File: config.mk
export PLATFORM = sky130hd
export DESIGN_NAME = flash_host
export DESIGN_NICKNAME = d
export VERILOG_FILES = /design/src/hdl/flash_host_pkg.sv /design/src/hdl/flash_host.sv /design/src/hdl/flash_bus_cycle.sv
export VERILOG_INCLUDE_DIRS = /design/src /design/src/hdl
export SDC_FILE = /design/constraint.sdc
export NUM_CORES = 1
export LEC_CHECK = 0
export BUFFER_PORTS_ARGS = -buffer_cell sky130_fd_sc_hd__buf_2
export CAP_MARGIN = 20
export CORE_MARGIN = 5
export CORE_UTILIZATION = 53
export DETAILED_ROUTE_END_ITERATION = 8
export PLACE_DENSITY_LB_ADDON = 0.15
export SYNTH_ARGS = -nofsm -noshare
export SYNTH_HDL_FRONTEND = slang
export SYNTH_SLANG_ARGS = --single-unit
File: constraint.sdc
create_clock -name ref_clk -period 3.2 [get_ports ref_clk]
set_clock_uncertainty 0.1 [all_clocks]
set_input_delay 0.32 -clock ref_clk [delete_from_list [all_inputs] [get_ports ref_clk]]
set_output_delay 0.32 -clock ref_clk [all_outputs]
set_load 0.05 [all_outputs]
File: src/hdl/flash_host_regs.svh
// bus pin timing, command codes and algorithm limits for the flash host controller
// assumes a 125 MHz ref_clk; cycle counts derive from the printed times
`ifndef FLASH_HOST_REGS_SVH
`define FLASH_HOST_REGS_SVH

`define ADDR_W 17
`define DATA_W 8
`define ADDR_FIRST 17'h00000
`define ADDR_LAST 17'h1ffff
`define SIG_ADDR_BIT 0

`define CLK_MHZ 125
`define T_WP_NS 40
`define T_WC_NS 120
`define T_ACC_NS 120
`define T_VPP_NS 100
`define T_PROG_US 10
`define T_RECOV_US 6
`define T_ERASE_US 9500

// least times, rounded up to whole cycles
`define WP_CYC ((`T_WP_NS * `CLK_MHZ + 999) / 1000)
`define WC_CYC ((`T_WC_NS * `CLK_MHZ + 999) / 1000)
`define ACC_CYC ((`T_ACC_NS * `CLK_MHZ + 999) / 1000)
`define VPP_CYC ((`T_VPP_NS * `CLK_MHZ + 999) / 1000)
`define PROG_CYC (`T_PROG_US * `CLK_MHZ)
`define RECOV_CYC (`T_RECOV_US * `CLK_MHZ)
`define ERASE_CYC (`T_ERASE_US * `CLK_MHZ)
`define WHOLD_CYC (`WC_CYC - `WP_CYC - 1)

`define CMD_SET_READ 8'h00
`define CMD_SIGNATURE 8'h90
`define CMD_ERASE 8'h20
`define CMD_ERASE_VERIFY 8'ha0
`define CMD_PROGRAM 8'h40
`define CMD_PROG_VERIFY 8'hc0
`define CMD_RESET 8'hff
`define ERASED_BYTE 8'hff

`define PROG_MAX_LOOPS 10'd25
`define ERASE_MAX_LOOPS 10'd1000

`endif

File: src/hdl/flash_host_pkg.sv
// types shared by the flash host controller and its bus cycle engine
// assumes flash_host_regs.svh supplies all numeric constants
package flash_host_pkg;

    typedef enum logic [2:0] {
        OP_READ = 3'b000,
        OP_SIG_HV = 3'b001,
        OP_SIG_CMD = 3'b010,
        OP_PROGRAM = 3'b011,
        OP_ERASE = 3'b100,
        OP_ABORT = 3'b101
    } op_e;

    typedef enum logic [3:0] {
        ST_IDLE = 4'b0000,
        ST_VPP = 4'b0001,
        ST_CMD1 = 4'b0010,
        ST_CMD2 = 4'b0011,
        ST_PULSE = 4'b0100,
        ST_VCMD = 4'b0101,
        ST_RECOV = 4'b0110,
        ST_VREAD = 4'b0111,
        ST_CHECK = 4'b1000,
        ST_READ = 4'b1001,
        ST_EXIT = 4'b1010,
        ST_DONE = 4'b1011
    } state_e;

    typedef enum logic [1:0] {
        B_IDLE = 2'b00,
        B_SETUP = 2'b01,
        B_STROBE = 2'b10,
        B_HOLD = 2'b11
    } bus_state_e;

endpackage

File: src/hdl/flash_host.sv
// host sequencer for a 128K x 8 parallel flash: read, signature, program, chip erase, abort
// assumes one flash on the pins and an external switch that turns vpp_en into the program supply
//
// Summary of operation
// RQ1 - read drives chip select, output enable low
// RQ2 - supply high: set-read before array reads
// RQ3 - signature read: high voltage, others low
// RQ4 - signature bytes at addresses zero and one
// RQ5 - chip select high means standby, high impedance
// RQ6 - writing 00H returns device to read
// RQ7 - 90H with supply high selects signature
// RQ8 - erase needs two consecutive 20H writes
// RQ9 - A0H write ends the erase pulse
// RQ10 - verify address latched on falling strobe
// RQ11 - device times pulses with stop timer
// RQ12 - verify every byte after each erase; code resumes verify at the failing byte after a re-erase
// RQ13 - 40H, then address and data write
// RQ14 - next rising strobe ends program pulse
// RQ15 - C0H then read verifies programmed byte
// RQ16 - program address kept through verify
// RQ17 - two FFH writes abort to read
// RQ18 - abort accepted anywhere in a sequence
// RQ19 - power-up leaves command register in read
// RQ20 - commands taken only with supply high
// RQ21 - at most 25 program loops per byte
// RQ22 - verify passes on data or all ones
`timescale 1ns/100ps
`include "flash_host_regs.svh"

module flash_host #(
    parameter int ERASE_CYC = `ERASE_CYC
) (
    input wire logic ref_clk,
    input wire logic rst,
    input wire logic cmd_valid,
    output logic cmd_ready,
    input wire flash_host_pkg::op_e cmd_op,
    input wire logic [`ADDR_W-1:0] cmd_addr,
    input wire logic [`DATA_W-1:0] cmd_data,
    input wire logic abort_req,
    output logic resp_valid,
    output logic [`DATA_W-1:0] resp_data,
    output logic resp_ok,
    output logic vpp_en,
    output logic sig_hv_en,
    output logic ce_n,
    output logic oe_n,
    output logic we_n,
    output logic [`ADDR_W-1:0] addr_lines,
    output logic [`DATA_W-1:0] data_lines_out,
    output logic data_lines_oe_n,
    input wire logic [`DATA_W-1:0] data_lines_in
);
    import flash_host_pkg::*;

    state_e state_reg, state_next;
    op_e op_reg;
    logic [`ADDR_W-1:0] addr_reg;
    logic [`DATA_W-1:0] data_reg;
    logic [20:0] tmr_reg;
    logic [9:0] tries_reg;
    logic ok_reg, sent_reg, abort_pend_reg;
    logic [`DATA_W-1:0] last_wr_reg, prev_wr_reg;
    logic bus_req, bus_wr, bus_hv, bus_done, abort_take, pass, read_mode;
    logic [`ADDR_W-1:0] bus_addr;
    logic [`DATA_W-1:0] bus_wdata, bus_rdata;

    function automatic logic is_bus_state(input state_e s);
        return s inside {ST_CMD1, ST_CMD2, ST_VCMD, ST_VREAD, ST_READ, ST_EXIT};
    endfunction

    function automatic logic [`DATA_W-1:0] first_code(input op_e op);
        unique case (op)
            OP_SIG_CMD: return `CMD_SIGNATURE; // RQ7
            OP_PROGRAM: return `CMD_PROGRAM; // RQ13
            OP_ERASE: return `CMD_ERASE; // RQ8
            default: return `CMD_RESET; // RQ17
        endcase
    endfunction

    // abort waits for the bus cycle in flight so the pins never see a torn cycle
    assign abort_take = abort_pend_reg && !sent_reg && op_reg != OP_ABORT && // RQ18
        state_reg inside {ST_CMD1, ST_CMD2, ST_PULSE, ST_VCMD, ST_RECOV, ST_VREAD, ST_EXIT};
    assign bus_req = is_bus_state(state_reg) && !sent_reg && !abort_take;
    assign pass = (op_reg == OP_ERASE) ? (bus_rdata == `ERASED_BYTE) : (bus_rdata == data_reg); // RQ22
    assign read_mode = last_wr_reg == `CMD_SET_READ || (last_wr_reg == `CMD_RESET && prev_wr_reg == `CMD_RESET);
    assign cmd_ready = state_reg == ST_IDLE;
    assign resp_valid = state_reg == ST_DONE;
    assign resp_ok = ok_reg;
    logic vpp_hold;

    // held through a command-mode signature read too, so the closing 00H write still has the supply
    assign vpp_en = vpp_hold;

    always_comb begin
        bus_wr = 1'b1;
        bus_hv = 1'b0;
        bus_addr = addr_reg;
        bus_wdata = `CMD_SET_READ;
        unique case (state_reg)
            ST_CMD1: bus_wdata = first_code(op_reg);
            ST_CMD2: bus_wdata = (op_reg == OP_PROGRAM) ? data_reg : first_code(op_reg); // RQ8 RQ13 RQ17
            ST_VCMD: bus_wdata = (op_reg == OP_ERASE) ? `CMD_ERASE_VERIFY : `CMD_PROG_VERIFY; // RQ9 RQ10 RQ15
            ST_VREAD: bus_wr = 1'b0;
            ST_READ: begin
                bus_wr = 1'b0; // RQ1
                bus_hv = op_reg == OP_SIG_HV; // RQ3
                if (op_reg != OP_READ) begin
                    bus_addr = `ADDR_FIRST;
                    bus_addr[`SIG_ADDR_BIT] = addr_reg[`SIG_ADDR_BIT];
                end
            end
            default: bus_wdata = `CMD_SET_READ; // RQ6
        endcase
    end

    always_comb begin
        state_next = state_reg;
        unique case (state_reg)
            ST_IDLE: begin
                if (cmd_valid) begin
                    state_next = (cmd_op == OP_READ || cmd_op == OP_SIG_HV) ? ST_READ : ST_VPP;
                end
            end
            ST_VPP: if (tmr_reg == 21'h000000) state_next = ST_CMD1;
            ST_CMD1: if (bus_done) state_next = (op_reg == OP_SIG_CMD) ? ST_READ : ST_CMD2;
            ST_CMD2: if (bus_done) state_next = (op_reg == OP_ABORT) ? ST_DONE : ST_PULSE;
            ST_PULSE: if (tmr_reg == 21'h000000) state_next = ST_VCMD; // RQ9
            ST_VCMD: if (bus_done) state_next = ST_RECOV;
            ST_RECOV: if (tmr_reg == 21'h000000) state_next = ST_VREAD;
            ST_VREAD: if (bus_done) state_next = ST_CHECK;
            ST_CHECK: begin
                if (pass) begin
                    state_next = (op_reg == OP_ERASE && addr_reg != `ADDR_LAST) ? ST_VCMD : ST_EXIT; // RQ12
                end else begin
                    state_next = (tries_reg < ((op_reg == OP_ERASE) ? `ERASE_MAX_LOOPS : `PROG_MAX_LOOPS)) ?
                        ST_CMD1 : ST_EXIT; // RQ21
                end
            end
            ST_READ: if (bus_done) state_next = (op_reg == OP_SIG_CMD) ? ST_EXIT : ST_DONE;
            ST_EXIT: if (bus_done) state_next = ST_DONE;
            ST_DONE: state_next = ST_IDLE;
        endcase
        if (abort_take) begin
            state_next = ST_CMD1; // RQ17
        end
    end

    always_ff @(posedge ref_clk) begin
        if (rst) begin
            state_reg <= ST_IDLE;
        end else begin
            state_reg <= state_next;
        end
    end

    // the erase pulse is ended by our A0H write; the timer only sets its least length
    always_ff @(posedge ref_clk) begin
        if (rst) begin
            tmr_reg <= 21'h000000;
        end else if (state_next != state_reg && state_next == ST_VPP) begin
            tmr_reg <= 21'(`VPP_CYC - 1);
        end else if (state_next != state_reg && state_next == ST_PULSE) begin
            tmr_reg <= (op_reg == OP_ERASE) ? 21'(ERASE_CYC - 1) : 21'(`PROG_CYC - 1);
        end else if (state_next != state_reg && state_next == ST_RECOV) begin
            tmr_reg <= 21'(`RECOV_CYC - 1);
        end else if (tmr_reg != 21'h000000) begin
            tmr_reg <= tmr_reg - 21'h000001;
        end
    end

    always_ff @(posedge ref_clk) begin
        if (rst) begin
            op_reg <= OP_READ;
            addr_reg <= `ADDR_FIRST;
            data_reg <= `CMD_SET_READ;
            tries_reg <= 10'h000;
            ok_reg <= 1'b0;
        end else if (state_reg == ST_IDLE && cmd_valid) begin
            op_reg <= cmd_op;
            addr_reg <= (cmd_op == OP_ERASE) ? `ADDR_FIRST : cmd_addr;
            data_reg <= cmd_data;
            tries_reg <= 10'h000;
            ok_reg <= cmd_op inside {OP_READ, OP_SIG_HV, OP_SIG_CMD, OP_ABORT};
        end else if (abort_take) begin
            op_reg <= OP_ABORT;
            ok_reg <= 1'b0;
        end else begin
            if (state_next == ST_PULSE && state_reg != ST_PULSE) begin
                tries_reg <= tries_reg + 10'h001;
            end
            if (state_reg == ST_CHECK && pass) begin
                if (op_reg == OP_ERASE && addr_reg != `ADDR_LAST) begin
                    addr_reg <= addr_reg + `ADDR_W'(1); // RQ12
                end else begin
                    ok_reg <= 1'b1;
                end
            end
        end
    end

    // supply stays up until the device is back in read mode
    always_ff @(posedge ref_clk) begin
        if (rst) begin
            vpp_hold <= 1'b0;
        end else if (state_next == ST_VPP) begin
            vpp_hold <= 1'b1;
        end else if (state_reg == ST_DONE) begin
            vpp_hold <= 1'b0; // RQ2
        end
    end

    always_ff @(posedge ref_clk) begin
        if (rst) begin
            abort_pend_reg <= 1'b0;
        end else if (state_reg == ST_DONE) begin
            abort_pend_reg <= 1'b0;
        end else begin
            abort_pend_reg <= (abort_pend_reg && !abort_take) ||
                (abort_req && state_reg != ST_IDLE && op_reg != OP_ABORT);
        end
    end

    always_ff @(posedge ref_clk) begin
        if (rst) begin
            sent_reg <= 1'b0;
        end else if (bus_done) begin
            sent_reg <= 1'b0;
        end else if (bus_req) begin
            sent_reg <= 1'b1;
        end
    end

    always_ff @(posedge ref_clk) begin
        if (rst) begin
            resp_data <= `CMD_SET_READ;
        end else if (bus_done && (state_reg == ST_READ || state_reg == ST_VREAD)) begin
            resp_data <= bus_rdata;
        end
    end

    // power-up leaves the device in read mode, so the record starts there
    always_ff @(posedge ref_clk) begin
        if (rst) begin
            last_wr_reg <= `CMD_SET_READ;
            prev_wr_reg <= `CMD_SET_READ;
        end else if (bus_done && is_bus_state(state_reg) && state_reg != ST_READ && state_reg != ST_VREAD) begin
            last_wr_reg <= bus_wdata;
            prev_wr_reg <= last_wr_reg;
        end
    end

    flash_bus_cycle u_cycle (
        .ref_clk(ref_clk),
        .rst(rst),
        .start(bus_req),
        .wr(bus_wr),
        .hv(bus_hv),
        .addr(bus_addr),
        .wdata(bus_wdata),
        .done(bus_done),
        .rdata(bus_rdata),
        .ce_n(ce_n),
        .oe_n(oe_n),
        .we_n(we_n),
        .sig_hv_en(sig_hv_en),
        .addr_lines(addr_lines),
        .data_lines_out(data_lines_out),
        .data_lines_oe_n(data_lines_oe_n),
        .data_lines_in(data_lines_in)
    );
endmodule

File: src/hdl/flash_bus_cycle.sv
// one asynchronous read or write cycle on the flash pins, timed in ref_clk cycles
// assumes start only while idle; inputs are synchronous to ref_clk
`timescale 1ns/100ps
`include "flash_host_regs.svh"

module flash_bus_cycle (
    input wire logic ref_clk,
    input wire logic rst,
    input wire logic start,
    input wire logic wr,
    input wire logic hv,
    input wire logic [`ADDR_W-1:0] addr,
    input wire logic [`DATA_W-1:0] wdata,
    output logic done,
    output logic [`DATA_W-1:0] rdata,
    output logic ce_n,
    output logic oe_n,
    output logic we_n,
    output logic sig_hv_en,
    output logic [`ADDR_W-1:0] addr_lines,
    output logic [`DATA_W-1:0] data_lines_out,
    output logic data_lines_oe_n,
    input wire logic [`DATA_W-1:0] data_lines_in
);
    import flash_host_pkg::*;

    bus_state_e state_reg;
    logic [4:0] cnt_reg;
    logic wr_reg;

    always_ff @(posedge ref_clk) begin
        if (rst) begin
            state_reg <= B_IDLE;
            cnt_reg <= 5'h00;
        end else begin
            unique case (state_reg)
                B_IDLE: begin
                    if (start) begin
                        state_reg <= B_SETUP;
                    end
                end
                B_SETUP: begin
                    state_reg <= B_STROBE;
                    cnt_reg <= wr_reg ? 5'(`WP_CYC - 1) : 5'(`ACC_CYC - 1);
                end
                B_STROBE: begin
                    if (cnt_reg == 5'h00) begin
                        state_reg <= B_HOLD;
                        cnt_reg <= wr_reg ? 5'(`WHOLD_CYC - 1) : 5'h00;
                    end else begin
                        cnt_reg <= cnt_reg - 5'h01;
                    end
                end
                B_HOLD: begin
                    if (cnt_reg == 5'h00) begin
                        state_reg <= B_IDLE;
                    end else begin
                        cnt_reg <= cnt_reg - 5'h01;
                    end
                end
            endcase
        end
    end

    // address and data stay put for the whole cycle, so the falling and rising strobe edges both see them
    always_ff @(posedge ref_clk) begin
        if (rst) begin
            ce_n <= 1'b1;
            oe_n <= 1'b1;
            we_n <= 1'b1;
            sig_hv_en <= 1'b0;
            addr_lines <= `ADDR_FIRST;
            data_lines_out <= `CMD_SET_READ;
            data_lines_oe_n <= 1'b1;
            wr_reg <= 1'b0;
            rdata <= `CMD_SET_READ;
            done <= 1'b0;
        end else begin
            done <= 1'b0;
            if (state_reg == B_IDLE && start) begin
                addr_lines <= addr;
                ce_n <= 1'b0;
                wr_reg <= wr;
                sig_hv_en <= hv;
                data_lines_out <= wdata;
                data_lines_oe_n <= !wr;
            end else if (state_reg == B_SETUP) begin
                we_n <= !wr_reg;
                oe_n <= wr_reg;
            end else if (state_reg == B_STROBE && cnt_reg == 5'h00) begin
                we_n <= 1'b1;
                oe_n <= 1'b1;
                if (!wr_reg) begin
                    rdata <= data_lines_in;
                end
            end else if (state_reg == B_HOLD && cnt_reg == 5'h00) begin
                ce_n <= 1'b1;
                data_lines_oe_n <= 1'b1;
                sig_hv_en <= 1'b0;
                done <= 1'b1;
            end
        end
    end
endmodule

After elaboration in Yosys (flattened, before gate mapping)
Cells that the tools add are included.
{"block": "totals", "regBits": 122, "input_bits": 40, "word_cells": 203}
{"block": "classes", "n_lt_le_gt_ge": 1, "mux": 70, "n_eq_ne": 40, "reduce_logical": 60, "n_bitwise": 4, "add_sub_neg": 4}
{"cell": "two-way mux 17 bit", "n": 7}
{"cell": "two-way mux 21 bit", "n": 4}
{"cell": "two-way mux 4 bit", "n": 20}
{"cell": "one-hot mux 4 bit (12 select lines)", "n": 1}
{"cell": "one-hot mux 8 bit (3 select lines)", "n": 2}
{"cell": "equality test 4 x 3 -> 1 bit, second input constant", "n": 6}
{"cell": "two-way mux 1 bit", "n": 23}
{"cell": "zero test 21 bit", "n": 1}
{"cell": "nonzero test 21 bit", "n": 1}
{"cell": "subtractor 21 x 1 -> 21 bit, second input constant", "n": 1}
{"cell": "logical AND 1 bit", "n": 19}
{"cell": "adder 17 x 1 -> 17 bit, second input constant", "n": 1}
{"cell": "!= test 17 bit, second input constant", "n": 1}
{"cell": "equality test 4 bit, second input constant", "n": 4}
{"cell": "one-hot mux 8 bit (2 select lines)", "n": 1}
{"cell": "one-hot mux 5 bit (3 select lines)", "n": 1}
{"cell": "equality test 3 bit, second input constant", "n": 4}
{"cell": "nonzero test 2 bit", "n": 6}
{"cell": "nonzero test 3 bit", "n": 4}
{"cell": "nonzero test 4 bit", "n": 3}
{"cell": "adder 10 x 1 -> 10 bit, second input constant", "n": 1}
{"cell": "less-than comparator 10 bit", "n": 1}
{"cell": "two-way mux 10 bit", "n": 1}
{"cell": "two-way mux 5 bit", "n": 2}
{"cell": "33 further kinds", "n": 64}

Depth between registers and ports, before layout
Gate-level depths: netlist (run 1).
{"block": "logic_depth", "ltp_word": 12, "depth_mapped": 15, "depth_no_buf": 13}

Hierarchy
Synthesis (run 1) repeated with hierarchy kept, for this count alone.
{"block": "hier_totals", "cells_unflattened": 851, "hier_area_um2": 6652.6}
{"mod": "flash_host", "n_inst": 1, "area_each_um2": 4712.0, "cells_each": 620}
{"mod": "flash_bus_cycle", "n_inst": 1, "area_each_um2": 1940.6, "cells_each": 231}

Least setup slack after synthesis (run 1)
OpenSTA, ideal clock, no wires.
{"block": "synth_timing", "path_type": "register to register", "from": "register state_reg[1]", "to": "register addr_reg[10]", "stages_incl_launch_ff": 10, "arrival_ns": 3.811, "synth_period_minus_slack_ns": 3.997, "setup_ns": 0.086, "setup_slack_ns": -0.797, "path_buffers": 2, "t_required_ns": 3.014, "path_cell_list": "dfxtp_1 > clkbuf_1 > nor4_1 > nand2_1 > a21oi_1 > clkbuf_1 > nand2_1 > o21ai_0 > a21oi_1 > a211oi_1"}
{"element": "start, declared", "line_no": "flash_host.sv:56", "text": "state_e state_reg, state_next;"}
{"element": "start signal, assigned", "line_no": "flash_host.sv:153", "text": "state_reg <= state_next;"}
{"element": "zero test 4 bit *"}
{"element": "via cmd_ready", "line_no": "flash_host.sv:36", "text": "output logic cmd_ready,"}
{"element": "logical AND 1 bit *", "line_no": "flash_host.sv:179", "text": "end else if (state_reg == ST_IDLE && cmd_valid) begin"}
{"element": "!= test 2 x 1 -> 1 bit (no line) / nonzero test 2 bit (equally long branches)"}
{"element": "AND reduction 3 bit (no line)"}
{"element": "end signal, assigned", "line_no": "flash_host.sv:175", "text": "addr_reg <= `ADDR_FIRST;"}
{"element": "end signal, assigned", "line_no": "flash_host.sv:181", "text": "addr_reg <= (cmd_op == OP_ERASE) ? `ADDR_FIRST : cmd_addr;"}
{"element": "end signal, assigned", "line_no": "flash_host.sv:194", "text": "addr_reg <= addr_reg + `ADDR_W'(1);"}
{"element": "end, declared", "line_no": "flash_host.sv:58", "text": "logic [`ADDR_W-1:0] addr_reg;"}
Mark *: on every way through the listed nets, which the timed path passes. The rest lies on a longest branch.
A chain may end at the register's enable or synchronous reset.

Worst setup path in the final report (run 1)
{"block": "layout_timing", "from": "register addr_reg[7]", "to": "register tries_reg[5]"}
{"block": "layout_via", "elab_chain_cells": 9}
{"element": "!= test 17 bit (no line)"}
{"element": "logical AND 1 bit (no line)"}
{"element": "two-way mux 4 bit", "line_no": "flash_host.sv:134", "text": "state_next = (op_reg == OP_ERASE && addr_reg != `ADDR_LAST) ? ST_VCMD : ST_EXIT;"}
{"element": "two-way mux 4 bit", "line_no": "flash_host.sv:133", "text": "if (pass) begin"}
{"element": "one-hot mux 4 bit (12 select lines)", "line_no": "flash_host.sv:119", "text": "unique case (state_reg)"}
{"element": "two-way mux 4 bit", "line_no": "flash_host.sv:144", "text": "if (abort_take) begin"}
{"element": "equality test 4 x 3 -> 1 bit", "line_no": "flash_host.sv:189", "text": "if (state_next == ST_PULSE && state_reg != ST_PULSE) begin"}
{"element": "logical AND 1 bit", "line_no": "flash_host.sv:189"}
{"element": "AND reduction 2 bit (no line)"}
{"element": "end signal, assigned", "line_no": "flash_host.sv:190", "text": "tries_reg <= tries_reg + 10'h001;"}
{"element": "end, declared", "line_no": "flash_host.sv:61", "text": "logic [9:0] tries_reg;"}
No other way between the ends.

==> results.yml, run 1 <==
hold_path:
  min_path_type: "in -> reg"
cells_and_area:
  seq_area_mm2: 0.00244
  nets: 962
  drive_above_1_share_pct: 23.9
  final_common_cell: "dfxtp_1"
  multi_input_area_mm2: 0.00392
  layout_common_cells: "dfxtp_1 (120), nor2_1 (95), buf_2 (81)"
  fillers: 992
  areaGrowthSynthToFinish_pct: 24.2
  largest_register_ffs: 21
  num_antenna_cells: 0
  fin_area_mm2: 0.00808
  fin_cells: 1066
detailed_routing:
  detail_route.wl_per_cell_um: 17.7
  vias: 6487
  drc: 0
  viasPerCell: 6.09
  drt_first_pass_iters: 5
  dr.first_iter.drc_count: 712
  routed_wl_mm: 18.9
  ant_nets: 0
synthesis:
  synth-seq-cells: 122
  ys_seq_area_share_pct: 37.5
  ys_warn_count: 0
  synth-main-ff-cell: "dfxtp_1"
  synth-edff-count: 0
  syn_nets: 849
  yosysUniqueCellTypes: 75
  syn_inst: 793
  async_flop_share_pct: 0
  syn-mean-instance-area_um2: 8.20
  synthesis.area_mm2: 0.00650
clocking:
  clock-sinks: 122
  root_buffer: "clkbuf_16"
  cts_tree: "done"
  clock_path_buffers: 2
  clk_latency_ns: 0.42
  cts_htree_levels: 4
  path_clk_slew_ns: 0.06
  hold_buffers: 0
  cts_made_buffers: 17
sta:
  tns_ns: -0.0838
  final_max_slew_viol_count: 0
  layout_min_cycle_time_ns: 3.26
  slew_headroom_pct: 48.5
  hold-worst-slack_ns: 0.0378
  clock.fmax_mhz: 307
  setup-violations-final: 2
  tightest_slew_ns: 0.771
  hold_violations: 0
  fin_ws_ns: -0.0561
  rsz0062_at_grt: "true"
  min_period_over_period_pct: 102
grt:
  grt_max_degree: 44
  grt.overflow.total: 0
  antenna_found_initial: 0
  grt_first_pass_wirelength_mm: 30.7
  grt_pass1_vias: 6259
  grtUsageTotal_pct: 26.1
pwr:
  p_leak_nw: 3.27
  peakVddDrop_uv: 626
  powerDensity_mw_per_mm2: 911
die:
  fp.dieH_um: 121
  dieArea_mm2: 0.0146
  coreArea_mm2: 0.0120
  initial_core_util_pct: 54.2
  chipWidth_um: 121
  floorplan.rows: 40
  io_pins: 82
critical_path:
  cp_data_required_time_ns: 3.41
  end_kind: "flop"
  worst_setup_path_start_kind: "flop"
  critPathKind: "reg -> reg"
  critPathArrivalTime_ns: 3.47
  worstPathMaxFanout: 4
outcome:
  violations: "negative setup slack"
  status: "finished with violations"
placement:
  io_buffers: 81
  place_ws_ns: -0.0964
  placed_area_mm2: 0.00730
  place_congestion: 0.968
  dp_hpwl_mm: 13.3
  dp.cells: 1028
flow_run:
  maxCapViolations: 0
==> final timing paths <==
kind | from | end | slack (ns) | cells past startpoint
setup / recovery | addr_reg[7]$_SDFFE_PP0P_ | tries_reg[5]$_SDFFE_PP0P_ | -0.06 | 13
hold / removal | data_lines_in[3] | u_cycle.rdata[3]$_SDFFE_PP0P_ | 0.04 | 3
setup reg to reg | addr_reg[7]$_SDFFE_PP0P_ | tries_reg[5]$_SDFFE_PP0P_ | -0.06 | 13
hold reg to reg | u_cycle.data_lines_out[0]$_SDFFE_PP0P_ | u_cycle.data_lines_out[0]$_SDFFE_PP0P_ | 0.36 | 2
==> power breakdown <==
part / internal [W] / switching [W]
sequential: 0.00182 / 0.000287
combinational: 0.00134 / 0.00201
clock: 0.00120 / 0.000702
total: 0.00436 / 0.00300
==> cell usage after synthesis, types with 5 or more instances <==
master    instances  share of area, %
nand4_1          17               1.6
nor2_1           98               5.7
xor2_1            7              0.94
nand2b_1          9              0.87
and2_1           16               1.5
ha_1             16               3.1
a211oi_1         22               2.5
nor4bb_1          5              0.77
o21ai_0          35               2.7
dfxtp_1         122                38
a22o_1           17               2.3
clkbuf_1         37               2.1
a21oi_1          66               5.1
buf_2             5              0.38
a31oi_1           6              0.58
xnor2_1          13               1.8
or3_1            12               1.2
nand2_1          80               4.6
mux2i_1          23               3.5
nor4_1           13               1.3
nor3_1           30               2.3
a221oi_1          6              0.81
o22ai_1           6              0.58
nand3_1          21               1.6
inv_1            19               1.1
==> final cells by class <==
class | instances | area share, %
clock inverter | 11 | 1.49
multi-input combinational | 604 | 48.5
inverter | 21 | 1.01
clock buffer | 21 | 5.82
tap | 147 | 2.28
timing repair buffer | 140 | 10.6
sequential | 122 | 30.3
==> through the flow <==
stage / utilization (%) / total power [W]
final: 67.2 / 0.00736
after global routing: 67.2 / 0.00783
after CTS: 65.8 / 0.00723
after detailed placement: 60.7 / 0.00531
after global placement: 60.7 / 0.00521
after floorplan: - / 0.00446
==> repair_timing <==
action	in CTS	in global routing
pin swaps	4	19
gates resized for setup	3	30
setup endpoints to repair	8	27
setup buffers	0	7
cloned	0	0
==> worst max-delay path: stages (launching register included) <==
cell and delay [ns]:
dfxtp_2 0.32, and4_4 0.19, nand4_1 0.10, nor3_2 0.05, and2_1 0.15, ha_2 0.18, nor4b_4 0.31, nor2_2 0.10
a211oi_2 0.23, nand4_1 0.20, nor4b_4 0.43, nand4_1 0.25, o31a_1 0.36, o21a_1 0.17
==> cell families after synthesis <==
group           after synthesis  synth area share, %
mux                          23                 3.54
flops                       122                 37.5
fa+ha+maj                    16                 3.08
xor+xnor                     20                 2.69
compound gates              201                 20.8
buf+inv                      67                 4.52
simple gates                344                 27.9
==> per-layer routing <==
layer / vias to the layer above / GRT usage, % / share of wire (%)
li1: 3140 / - / -
met1: 3072 / 34.8 / 46
met2: 240 / 42.0 / 47
met3: 35 / 5.57 / 5.8
met4: 0 / 9.21 / 2.0
met5: - / 0 / 0
Note: power is estimated with default switching activity, not from simulation.
==> run 2: changes to the inputs <==
Settings changed: CORE_ASPECT_RATIO set to 1.75, HOLD_SLACK_MARGIN set to 0.05.
==> results.yml, run 2 (synthesis results as in run 1) <==
grt:
  grt.overflow.total: 0
  grtUsageTotal_pct: 27.8
  grt_pass1_vias: 6747
  antenna_found_initial: 1
  grt_max_degree: 38
  grt_first_pass_wirelength_mm: 32.5
detailed_routing:
  viasPerCell: 5.99
  ant_nets: 0
  drt_first_pass_iters: 5
  drc: 0
  routed_wl_mm: 19.9
  detail_route.wl_per_cell_um: 18.2
  vias: 6544
  dr.first_iter.drc_count: 494
clocking:
  root_buffer: "clkbuf_16"
  clock-sinks: 122
  cts_made_buffers: 17
  clock_path_buffers: 2
  path_clk_slew_ns: 0.06
  cts_htree_levels: 4
  cts_tree: "done"
  clk_latency_ns: 0.42
critical_path:
  max_stage_delay_ns: 0.47
  crit_chain: "or3b_4 -> inv_8 -> ha_1 -> a41oi_2 -> nor3_1 -> nor4_1 -> o311a_1 -> nand4_1 -> buf_6 -> buf_4 -> nand3_1 -> a21oi_1"
  cp_data_required_time_ns: 3.40
  end_kind: "flop"
  critPathArrivalTime_ns: 3.35
  worstPathMaxFanout: 12
  worst_setup_path_start_kind: "flop"
  critPathKind: "reg -> reg"
  cp_slowest_cell: "or3b_4"
sta:
  final_max_slew_viol_count: 0
  layout_min_cycle_time_ns: 3.15
  min_period_over_period_pct: 98.5
  hold_violations: 0
  clock.fmax_mhz: 317
  rsz0062_at_grt: "true"
  setup-violations-final: 0
  tightest_slew_ns: 0.721
  slew_headroom_pct: 51.8
pwr:
  peakVddDrop_uv: 478
  p_leak_nw: 3.34
  total_power_w: 0.00750
  powerDensity_mw_per_mm2: 915
flow_run:
  maxCapViolations: 0
hold_path:
  min_path_type: "in -> reg"
die:
  initial_core_util_pct: 54.2
  dieArea_mm2: 0.0147
  fp.dieH_um: 157
  floorplan.rows: 53
  io_pins: 82
  chipWidth_um: 93.7
  coreArea_mm2: 0.0120
placement:
  io_buffers: 81
  placed_area_mm2: 0.00737
  dp_hpwl_mm: 14.7
  place_congestion: 0.956
cells_and_area:
  drive_above_1_share_pct: 23.1
  fillers: 991
  fin_area_mm2: 0.00820
  largest_register_ffs: 21
  multi_input_area_mm2: 0.00388
  layout_common_cells: "dfxtp_1 (121), nor2_1 (96), buf_2 (81)"
  final_common_cell: "dfxtp_1"
  nets: 971
  areaGrowthSynthToFinish_pct: 26.0
  num_antenna_cells: 0
  seq_area_mm2: 0.00244
outcome:
  status: "completed"
## run 2: cell types whose count changed in the layout (fill, tap and decap cells not counted), sizes merged
| cell | delta |
|---|---|
| clkinvlp | -5 |
| dlygate4sd3 | +7 |
| buf | +2 |
| clkinv | -3 |
| clkbuf | -3 |
| inv | +11 |
## run 2: final cells by class
type	count	area share [%]
Clock buffer	18	5.36
Multi-Input combinational cell	604	47.3
Tap cell	165	2.52
Sequential cell	122	29.8
Timing Repair Buffer	149	11.8
Inverter	21	1.05
Clock inverter	14	2.09
## run 2: where the power goes
part | internal [W] | switching (W)
clock | 0.00120 | 0.000794
sequential | 0.00182 | 0.000293
combinational | 0.00136 | 0.00202
## run 2: path summary, 6_finish.rpt
check,start,end,slack [ns],depth (start not counted)
setup reg to reg,op_reg[2]$_SDFFE_PP0P_,tmr_reg[17]$_SDFFE_PP0P_,0.05,12
hold reg to reg,u_cycle.data_lines_out[3]$_SDFFE_PP0P_,u_cycle.data_lines_out[3]$_SDFFE_PP0P_,0.36,2
setup / recovery,op_reg[2]$_SDFFE_PP0P_,tmr_reg[17]$_SDFFE_PP0P_,0.05,12
hold / removal,cmd_data[5],data_reg[5]$_SDFFE_PP0P_,0.05,3
## run 2: per-stage QoR
| stage | util (%) | TNS [ns] | hold slack (ns) | instances | setup WS, ns |
|---|---|---|---|---|---|
| final | 68.3 | 0 | 0.0531 | 1093 | 0.0479 |
| after global routing | 68.3 | -0.0221 | 0.0562 | 1093 | -0.0195 |
| after CTS | 67.4 | 0 | 0.0517 | 1088 | 0.0259 |
| after detailed placement | 61.4 | -0.120 | 0.346 | 1049 | -0.0456 |
| after global placement | 61.4 | 0 | 0.342 | 1049 | 0.0592 |
| after floorplan | - | 0 | 0.348 | 793 | 0.0260 |
## run 2: repair_timing
action                     4_1_cts  5_1_grt
hold buffers                     7        0
setup endpoints to repair        9       16
resized for setup                9       15
hold endpoints to repair         7        0
pin swaps                        4        9
buffers inserted                 0        5
## run 2: per-layer routing
metal	vias up	wire length (um)	global-route usage [%]
met3	54	892	4.71
li1	3148	-	-
met1	3107	7460	29.6
met2	233	10700	51.7
met4	2	769	13.8
met5	-	13	0
## run 2: critical path: cells and delay by family, from the launching register on
family | cells | cell delay (ns)
AO/OA/AOI/OAI | 3 | 0.55
buffers and inverters | 3 | 0.51
AND/OR/NAND/NOR | 5 | 1.28
adder cells (fa/ha/maj) | 1 | 0.26
flip-flops | 1 | 0.33
